--- config.mk ---
export PLATFORM = sky130hd
export DESIGN_NAME = qrst_core
export DESIGN_NICKNAME = d
export VERILOG_FILES = /design/src/qrst_pkg.sv /design/src/qrst_core.sv
export VERILOG_INCLUDE_DIRS = /design/src
export SDC_FILE = /design/constraint.sdc
export NUM_CORES = 1
export LEC_CHECK = 0
export ABC_CLOCK_PERIOD_IN_PS = 6400
export BUFFER_PORTS_ARGS = -buffer_cell sky130_fd_sc_hd__buf_2
export CAP_MARGIN = 20
export CORE_AREA = 2 2 135 137
export CTS_BUF_LIST = sky130_fd_sc_hd__clkbuf_8
export CTS_CLUSTER_DIAMETER = 60
export DETAILED_ROUTE_END_ITERATION = 12
export DIE_AREA = 0 0 137 139
export PLACE_DENSITY = 0.89
export SYNTH_ARGS = -nofsm -noshare
export SYNTH_HDL_FRONTEND = slang
export SYNTH_SLANG_ARGS = --single-unit
--- constraint.sdc ---
create_clock -name clk_sys_in -period 6.4 [get_ports clk_sys_in]
set_clock_uncertainty 0.1 [all_clocks]
set_input_delay 1.28 -clock clk_sys_in [delete_from_list [all_inputs] [get_ports clk_sys_in]]
set_output_delay 1.28 -clock clk_sys_in [all_outputs]
set_load 0.01 [all_outputs]
--- src/qrst_map.svh ---
// qrst_map.svh: timing counts and counter limits for the quasi-resonant switch timing block
// assumes a 100 MHz system clock; times are given in ns and converted to cycles here
`ifndef QRST_MAP_SVH
`define QRST_MAP_SVH
`define QRST_CLK_PERIOD_NS     10
`define QRST_VALLEY_MAX        3'h7
`define QRST_UDC_MAX           3'h7
`define QRST_UDC_MIN           3'h1
`define QRST_RING_LONG_NS      5000
`define QRST_RING_SHORT_NS     2500
`define QRST_RING_LONG_CYC     ((`QRST_RING_LONG_NS + `QRST_CLK_PERIOD_NS - 1) / `QRST_CLK_PERIOD_NS)
`define QRST_RING_SHORT_CYC    ((`QRST_RING_SHORT_NS + `QRST_CLK_PERIOD_NS - 1) / `QRST_CLK_PERIOD_NS)
`define QRST_LEB_NS            220
`define QRST_LEB_CYC           ((`QRST_LEB_NS + `QRST_CLK_PERIOD_NS - 1) / `QRST_CLK_PERIOD_NS)
`define QRST_SW_BLANK_NS       190
`define QRST_SW_BLANK_CYC      ((`QRST_SW_BLANK_NS + `QRST_CLK_PERIOD_NS - 1) / `QRST_CLK_PERIOD_NS)
`define QRST_OVP_BLANK_NS      1000
`define QRST_OVP_BLANK_CYC     ((`QRST_OVP_BLANK_NS + `QRST_CLK_PERIOD_NS - 1) / `QRST_CLK_PERIOD_NS)
`define QRST_MAX_ON_NS         30000
`define QRST_MAX_ON_CYC        (`QRST_MAX_ON_NS / `QRST_CLK_PERIOD_NS)
`define QRST_MAX_OFF_NS        50000
`define QRST_MAX_OFF_CYC       (`QRST_MAX_OFF_NS / `QRST_CLK_PERIOD_NS)
`define QRST_UDC_PERIOD_NS     48000000
`define QRST_UDC_PERIOD_CYC    (`QRST_UDC_PERIOD_NS / `QRST_CLK_PERIOD_NS)
`define QRST_BURST_BLANK_NS    20000000
`define QRST_BURST_BLANK_CYC   (`QRST_BURST_BLANK_NS / `QRST_CLK_PERIOD_NS)
`endif

--- src/qrst_pkg.sv ---
// qrst_pkg.sv: types of the quasi-resonant switch timing block
// assumes qrst_map.svh supplies the numeric constants
`default_nettype none
package qrst_pkg;
   // comparator results from the power stage; qrst_core synchronises them
   typedef struct packed {
      logic valley;       // aux sense above 100mV level
      logic ovp;          // aux sense above output overvoltage level
      logic ring_sel;     // aux sense above ringing select level
      logic cs_trip;      // scaled current above feedback voltage
      logic cs_limit;     // sense above mains-adjusted (folded back) limit
      logic short_wind;   // sense above short winding level
      logic fold_exceed;  // aux pin current above foldback threshold
      logic fb_zl;        // feedback above low counting level
      logic fb_zh;        // feedback above high counting level
      logic fb_r1;        // feedback above reset level
      logic fb_burst;     // feedback below burst entry level
   } qrst_cmp_s;
   typedef enum logic [1:0] {QRST_OFF_RING, QRST_OFF_WAIT, QRST_ON, QRST_LATCHED} qrst_state_e;
   typedef logic [2:0] qrst_count_t;
endpackage : qrst_pkg
`default_nettype wire

--- src/qrst_core.sv ---
// qrst_core.sv: gate timing, valley counting, protections, load counter and burst entry
// assumes comparator inputs come asynchronously from the analog front end
`timescale 1ns/1ns
`default_nettype none
`include "qrst_map.svh"
// What this block does
// - valley counter saturates within zero to seven
// - while off, each falling crossing of the 100mV level adds one
// - valley counter clears whenever the gate turns on
// - overvoltage while off latches off after a fixed blanking interval
// - ringing suppression long below select level, short above it
// - gate stays off until ringing suppression expires
// - after suppression, turn on when valley count reaches load counter
// - turn on after maximum off interval regardless of counters
// - switch off when scaled current exceeds feedback voltage
// - switch-off comparators ignored during leading edge blanking
// - force off after maximum on interval
// - current limit trip turns gate off on the clock edge after it is seen
// - short winding comparator qualified by spike blanking, then latch off
// - foldback excess current lowers sense limit via offset request
// - burst latch set when feedback low and counter at 7 for blanking time
// - load counter updated every 48ms from three feedback levels
// - load counter starts at one
module qrst_core (
   input  wire logic             clk_sys_in,
   input  wire logic             resetn_in,
   input  wire qrst_pkg::qrst_cmp_s cmp_in,
   output logic                  gate_drive_output_out,
   output logic                  latch_off_out,
   output logic                  burst_entry_out,
   output logic                  foldback_active_out,
   output logic [2:0]            valley_counter_out,
   output logic [2:0]            load_count_out
);
   localparam int unsigned MAX_OFF  = `QRST_MAX_OFF_CYC;
   localparam int unsigned PERIOD   = `QRST_UDC_PERIOD_CYC;
   localparam int unsigned BBLANK   = `QRST_BURST_BLANK_CYC;

   qrst_pkg::qrst_cmp_s s1_r, s2_r, s1_nxt, s2_nxt;
   always_comb begin
      s1_nxt = cmp_in;
      s2_nxt = s1_r;
   end
   always_ff @(posedge clk_sys_in or negedge resetn_in) begin
      if (!resetn_in) begin
         s1_r <= '0;
         s2_r <= '0;
      end else begin
         s1_r <= s1_nxt;
         s2_r <= s2_nxt;
      end
   end

   qrst_pkg::qrst_state_e st_r, st_nxt;
   logic [31:0] tim_r, tim_nxt, ring_r, ring_nxt, ovp_r, ovp_nxt, sw_r, sw_nxt;
   logic [31:0] per_r, per_nxt, bb_r, bb_nxt;
   logic        valley_d_r, valley_d_nxt, zl_r, zl_nxt, zh_r, zh_nxt, r1_r, r1_nxt;
   logic        burst_r, burst_nxt, fold_r, fold_nxt;
   qrst_pkg::qrst_count_t vc_r, vc_nxt, udc_r, udc_nxt;
   logic        gate_r, gate_nxt, off_now, on_now;
   logic        latch_r, latch_nxt;

   always_comb begin
      st_nxt = st_r;
      tim_nxt = tim_r + 32'h1;
      ring_nxt = (ring_r != 32'h0) ? ring_r - 32'h1 : 32'h0;
      ovp_nxt = 32'h0;
      sw_nxt = 32'h0;
      vc_nxt = vc_r;
      valley_d_nxt = s2_r.valley;
      gate_nxt = gate_r;
      fold_nxt = 1'b0;
      off_now = 1'b0;
      on_now = 1'b0;
      unique case (st_r)
         qrst_pkg::QRST_OFF_RING, qrst_pkg::QRST_OFF_WAIT: begin
            if (valley_d_r && !s2_r.valley && vc_r != `QRST_VALLEY_MAX)
               vc_nxt = vc_r + 3'h1;
            if (s2_r.ovp)
               ovp_nxt = ovp_r + 32'h1;
            if (ovp_r >= 32'(`QRST_OVP_BLANK_CYC) - 32'h1 && s2_r.ovp)
               st_nxt = qrst_pkg::QRST_LATCHED;
            else if (st_r == qrst_pkg::QRST_OFF_RING) begin
               if (ring_r <= 32'h1)
                  st_nxt = qrst_pkg::QRST_OFF_WAIT;
            end else if (vc_r >= udc_r && !burst_r)
               on_now = 1'b1;
            if (st_nxt != qrst_pkg::QRST_LATCHED && !burst_r
                && tim_r >= 32'(MAX_OFF) - 32'h1)
               on_now = 1'b1;
            if (on_now) begin
               st_nxt = qrst_pkg::QRST_ON;
               gate_nxt = 1'b1;
               vc_nxt = 3'h0;
               tim_nxt = 32'h0;
            end
         end
         qrst_pkg::QRST_ON: begin
            fold_nxt = s2_r.fold_exceed;
            if (tim_r >= 32'(`QRST_LEB_CYC)) begin
               if (s2_r.cs_trip || s2_r.cs_limit) off_now = 1'b1;
               if (s2_r.short_wind) sw_nxt = sw_r + 32'h1;
            end
            if (tim_r >= 32'(`QRST_MAX_ON_CYC) - 32'h1) off_now = 1'b1;
            if (sw_r >= 32'(`QRST_SW_BLANK_CYC) - 32'h1 && s2_r.short_wind) begin
               st_nxt = qrst_pkg::QRST_LATCHED;
               gate_nxt = 1'b0;
            end else if (off_now) begin
               st_nxt = qrst_pkg::QRST_OFF_RING;
               gate_nxt = 1'b0;
               tim_nxt = 32'h0;
               ring_nxt = s2_r.ring_sel ? 32'(`QRST_RING_SHORT_CYC)
                                        : 32'(`QRST_RING_LONG_CYC);
            end
         end
         qrst_pkg::QRST_LATCHED: begin
            gate_nxt = 1'b0;
            tim_nxt = tim_r;
         end
      endcase
      // latch flag registered alongside the state so the output comes from a flop
      latch_nxt = (st_nxt == qrst_pkg::QRST_LATCHED);
   end

   always_comb begin
      per_nxt = per_r + 32'h1;
      zl_nxt = zl_r | s2_r.fb_zl;
      zh_nxt = zh_r | s2_r.fb_zh;
      r1_nxt = r1_r | s2_r.fb_r1;
      udc_nxt = udc_r;
      if (per_r >= 32'(PERIOD) - 32'h1) begin
         per_nxt = 32'h0;
         zl_nxt = 1'b0;
         zh_nxt = 1'b0;
         r1_nxt = 1'b0;
         // decide on the levels seen over the whole window, this cycle included
         if (r1_r | s2_r.fb_r1) udc_nxt = `QRST_UDC_MIN;
         else if (zh_r | s2_r.fb_zh) udc_nxt = (udc_r > `QRST_UDC_MIN) ? udc_r - 3'h1 : udc_r;
         else if (!(zl_r | s2_r.fb_zl)) udc_nxt = (udc_r < `QRST_UDC_MAX) ? udc_r + 3'h1 : udc_r;
      end
      bb_nxt = (s2_r.fb_burst && udc_r == `QRST_UDC_MAX) ? bb_r + 32'h1 : 32'h0;
      burst_nxt = burst_r | (bb_r >= 32'(BBLANK) - 32'h1 && s2_r.fb_burst
                             && udc_r == `QRST_UDC_MAX);
   end

   always_ff @(posedge clk_sys_in or negedge resetn_in) begin
      if (!resetn_in) begin
         st_r <= qrst_pkg::QRST_OFF_RING;
         latch_r <= 1'b0;
         tim_r <= 32'h0;
         ring_r <= 32'(`QRST_RING_LONG_CYC);
         ovp_r <= 32'h0;
         sw_r <= 32'h0;
         vc_r <= 3'h0;
         valley_d_r <= 1'b0;
         gate_r <= 1'b0;
         fold_r <= 1'b0;
         per_r <= 32'h0;
         zl_r <= 1'b0;
         zh_r <= 1'b0;
         r1_r <= 1'b0;
         udc_r <= `QRST_UDC_MIN;
         bb_r <= 32'h0;
         burst_r <= 1'b0;
      end else begin
         st_r <= st_nxt;
         latch_r <= latch_nxt;
         tim_r <= tim_nxt;
         ring_r <= ring_nxt;
         ovp_r <= ovp_nxt;
         sw_r <= sw_nxt;
         vc_r <= vc_nxt;
         valley_d_r <= valley_d_nxt;
         gate_r <= gate_nxt;
         fold_r <= fold_nxt;
         per_r <= per_nxt;
         zl_r <= zl_nxt;
         zh_r <= zh_nxt;
         r1_r <= r1_nxt;
         udc_r <= udc_nxt;
         bb_r <= bb_nxt;
         burst_r <= burst_nxt;
      end
   end

   assign gate_drive_output_out = gate_r;
   assign latch_off_out         = latch_r;
   assign burst_entry_out       = burst_r;
   assign foldback_active_out   = fold_r;
   assign valley_counter_out    = vc_r;
   assign load_count_out        = udc_r;

   // a drop of the valley count is only legal as the clear at turn-on; a wrap shows here
   a_valley_range: assert property (@(posedge clk_sys_in) disable iff (!resetn_in)
      vc_r < $past(vc_r) |-> vc_r == 3'h0 && $rose(gate_r))
      else $error("valley count wrapped or dropped");
   a_valley_clear: assert property (@(posedge clk_sys_in) disable iff (!resetn_in)
      $rose(gate_r) |-> vc_r == 3'h0) else $error("valley count not cleared");
   a_ring_hold: assert property (@(posedge clk_sys_in) disable iff (!resetn_in)
      $fell(gate_r) |-> !gate_r [*8]) else $error("gate back on during ringing");
   a_leb_min_on: assert property (@(posedge clk_sys_in) disable iff (!resetn_in)
      $rose(gate_r) |-> gate_r [*8]) else $error("gate shorter than blanking");
   a_max_on: assert property (@(posedge clk_sys_in) disable iff (!resetn_in)
      gate_r |-> tim_r < 32'(`QRST_MAX_ON_CYC)) else $error("gate on too long");
   a_trip_off: assert property (@(posedge clk_sys_in) disable iff (!resetn_in)
      (st_r == qrst_pkg::QRST_ON && tim_r >= 32'(`QRST_LEB_CYC) && s2_r.cs_trip)
      |=> !gate_r)
      else $error("current trip ignored");
   a_udc_range: assert property (@(posedge clk_sys_in) disable iff (!resetn_in)
      udc_r >= 3'h1 && udc_r <= 3'h7) else $error("load counter out of range");
   a_burst_cause: assert property (@(posedge clk_sys_in) disable iff (!resetn_in)
      $rose(burst_r) |-> $past(udc_r) == 3'h7 && $past(s2_r.fb_burst))
      else $error("burst set without cause");
   a_latch_hold: assert property (@(posedge clk_sys_in) disable iff (!resetn_in)
      latch_off_out |=> latch_off_out && !gate_r) else $error("latch released");
   a_leb_on_time: assert property (@(posedge clk_sys_in) disable iff (!resetn_in)
      $fell(gate_r) |-> $past(tim_r) >= 32'(`QRST_LEB_CYC))
      else $error("gate off inside blanking");
   a_turn_on_cause: assert property (@(posedge clk_sys_in) disable iff (!resetn_in)
      $rose(gate_r) |-> $past(st_r) == qrst_pkg::QRST_OFF_WAIT
                        || $past(tim_r) >= 32'(MAX_OFF) - 32'h1)
      else $error("gate on during ringing suppression");
   a_valley_turn_on: assert property (@(posedge clk_sys_in) disable iff (!resetn_in)
      $rose(gate_r) && $past(tim_r) < 32'(MAX_OFF) - 32'h1 |-> $past(vc_r) >= $past(udc_r))
      else $error("gate on before enough valleys");
   a_udc_step: assert property (@(posedge clk_sys_in) disable iff (!resetn_in)
      udc_r != $past(udc_r) |-> $past(per_r) == 32'(PERIOD) - 32'h1)
      else $error("load counter moved inside its window");
   a_ovp_blank: assert property (@(posedge clk_sys_in) disable iff (!resetn_in)
      $rose(latch_r) && !$past(gate_r) |-> $past(ovp_r) >= 32'(`QRST_OVP_BLANK_CYC) - 32'h1)
      else $error("overvoltage latch before blanking");
   a_sw_blank: assert property (@(posedge clk_sys_in) disable iff (!resetn_in)
      $rose(latch_r) && $past(gate_r) |-> $past(sw_r) >= 32'(`QRST_SW_BLANK_CYC) - 32'h1)
      else $error("short winding latch before blanking");
endmodule : qrst_core
`default_nettype wire

==> summary.txt <==
Synthesis
  • Yosys cell types: 69
  • Most frequent cells after synthesis: dfrtp_1 (223), nor2_1 (174), nand2_1 (77), nand3_1 (70), xnor2_1 (65)
  • Post-Syn Area per Cell: 9.85 µm²
  • Top post-synthesis cells by area: dfrtp_1 (50%), nor2_1 (5.8%), xnor2_1 (5.1%)
  • Number of synthesized register bits: 230
  • Synth Flop Type: dfrtp_1
  • Top-count cell post-synth: dfrtp_1
  • Ys Warns: 0
  • FFs w/ async S/R, synth: 100%
  • Synthesized area: 11200 µm²
  • Yosys top cell area share: 49.8%
  • Seq/Total Area, Yosys: 51.4%
  • Post-synth EDFFs: 0
  • Cells after synthesis: 1138
  • Dominant cell type by area after synthesis: dfrtp_1

Power
  • Net switching power: 1.26 mW
  • Design Power: 3.96 mW
  • Max IR drop VDD: 0.273 mV
  • Pint: 2.70 mW
  • Comb pwr share: 20.9%
  • Power density over the cells: 320 nW/µm²
  • Flop pwr share: 45.0%
  • P_leak: 5.10 nW
  • Sw Ratio: 31.8%
  • Clock power share: 34.1%

Global routing
  • Vias in the first global route: 8572
  • Initial antenna violation count: 0
  • Global router's overall resource usage: 25.0%
  • First-pass GRT wire length: 39500 µm
  • Largest net degree at the start of global routing: 146
  • Grt ovf: 0

Critical path
  • Crit Path Class: flip-flop to flip-flop
  • Crit path max fanout: 33
  • Critical path capture point type: flip-flop
  • CP required: 6.70 ns
  • Data arrival, critical path: 4.01 ns
  • Worst Setup SP: ovp_r[9]
  • Reg-to-reg critical path startpoint: ovp_r[9]
  • Crit start category: flip-flop

Final layout
  • Final core occ: 70.0%
  • Final Instance Area: 12400 µm²
  • Final #Nets: 1210
  • Area growth, synth to finish: 10.4%
  • # fillers: 1261
  • Ant diodes: 0
  • Fin cells: 1437
  • Fraction of layout cells with a size suffix above 1: 10.8%

Clocking
  • Post-CTS sizing: 0
  • Clk slew on worst S/H paths: 0.06 ns
  • H-tree Lvls: 2
  • Clk_lat worst skew: 0.55 ns
  • Post-CTS setup buffers: 0
  • CTS Hold Buffers Added: 0
  • Clk sinks: 230
  • TritonCTS clock tree: yes
  • TritonCTS Buffers: 39
  • Clock tree buffer depth: 3
  • CTS root buf: clkbuf_8

STA
  • Final setup fails: 0
  • Fin crit period: 3.72 ns
  • Final number of max-transition violations: 0
  • Tcrit/Tclk final: 58.1%
  • Endpoints failing hold: 0
  • Max-slew headroom: 30.6%
  • Setup TNS: 0 ns
  • Hold slack: 0.256 ns
  • Final WS setup: 2.68 ns
  • RSZ-0062 raised after global routing: false
  • Highest Clock Rate: 0.269 GHz
  • Worst-margin pin slew: 1.04 ns

Place
  • Place WS: 2.79 ns
  • Final Wtd Congestion: 0.887
  • Port bufs: 22
  • Cell Area, Placed: 11500 µm²
  • DP HPWL: 14700 µm
  • Cell count after placement: 1366

Floorplanning
  • Die Span X: 137 µm
  • Top Ports: 23
  • Core area: 17700 µm²
  • Row Count: 49
  • Starting Density: 63.5%
  • Die Footprint: 19000 µm²
  • Die Y-Extent: 139 µm

Routing
  • Routed length per instance: 16.1 µm
  • WL met2: 11300 µm
  • Wire length on met1: 10100 µm
  • DRT Pass-1 Iters: 6
  • Top Metal Used: met4
  • Post-DR vias/cell: 6.08
  • Iter 0 DRT Violations: 548
  • Via count: 8742
  • Routed WL: 23100 µm
  • Residual DRC: 0
  • Met3 Routed Length: 1210 µm
  • Antenna viol nets, final: 0

Worst hold path
  • Worst Min Path Start: s1_r[3]
  • Hold Crit Class: flip-flop to flip-flop

Run
  • Max_cap viols: 0

Status
  • Status: completed
==> state kept, by name (all words and copies together), names as in the netlist, 2 cells and up <==
| register | count |
|---|---|
| sw_r | 32 |
| valley_counter_out | 3 |
| ring_r | 32 |
| s1_r | 11 |
| load_count_out | 3 |
| bb_r | 32 |
| s2_r | 10 |
| tim_r | 32 |
| ovp_r | 32 |
| per_r | 32 |
| st_r | 2 |
==> critical path, cell delays in order (launching register included) <==
cell and delay (ns):
dfrtp_1 0.45, nor4_1 0.35, nand3_1 0.21, o41ai_4 0.52, nand3_2 0.66, nand3b_1 0.78, buf_4 0.35, o311ai_2 0.12
==> power by group through the flow <==
stage | combinational [mW] | sequential, mW | clock [mW]
after detailed placement | 0.808 | 1.80 | 0
after global routing | 0.915 | 1.80 | 1.45
after CTS | 0.820 | 1.78 | 1.39
final | 0.828 | 1.78 | 1.35
after global placement | 0.775 | 1.79 | 0
after floorplan | 0.631 | 1.77 | 0
==> placed cells by master, fill, tap and decap left out, types with 6 or more instances in the layout <==
cell | synthesis | layout
o22ai_1 | 21 | 21
nand2b_1 | 7 | 7
dfstp_2 | 7 | 7
nor2_1 | 174 | 174
ha_1 | 18 | 18
nand3_1 | 70 | 70
nor4_1 | 34 | 34
and3_1 | 27 | 27
clkbuf_8 | 0 | 52
or3_1 | 24 | 24
xor2_1 | 60 | 60
o31ai_1 | 6 | 6
buf_2 | 10 | 21
or2_2 | 7 | 7
nand2_1 | 77 | 77
nand4_1 | 47 | 47
a21oi_1 | 25 | 25
nor3_1 | 25 | 25
and2_1 | 9 | 9
a31oi_1 | 18 | 18
conb_1 | 1 | 9
o21ai_0 | 28 | 28
and4_1 | 12 | 12
inv_1 | 45 | 55
dfrtp_1 | 223 | 223
xnor2_1 | 65 | 65
==> routing by layer <==
metal  track usage (%)  up-vias
met5                 0        -
met4              7.92        0
met3              4.13       55
met2              40.4      271
met1              34.7     4305
li1                  -     4111
==> final cells by class <==
cell class	instances	area (µm²)	share of cell area, %
sequential	230	5760	46.6
multi-input combinational	834	5130	41.5
clock buffer	52	716	5.79
tap	229	287	2.32
timing repair buffer	29	193	1.56
inverter	45	169	1.37
clock inverter	18	110	0.890
==> cell families (layout without fill, tap and decap cells) <==
logic type	after synthesis	in the layout	share of synthesized area, %
AND/OR/NAND/NOR	542	542	24.8
adder cells (fa/ha/maj)	18	18	2.01
other	1	9	0.0335
AO/OA/AOI/OAI	139	139	8.79
buffers and inverters	82	144	3.07
XOR/XNOR	125	125	9.77
multiplexers	1	1	0.100
flip-flops	230	230	51.4
==> path summary, 6_finish.rpt <==
check,to,slack (ns),cells past startpoint
worst max-delay path,tim_r[26],2.68,7
worst min-delay path,s2_r[3],0.26,0
worst max register to register,tim_r[26],2.68,7
worst min register to register,s2_r[3],0.26,0
max in group asynchronous,per_r[27],4.42,2
min in group asynchronous,sw_r[29],0.62,1
Note: power is estimated with default switching activity, not from simulation.
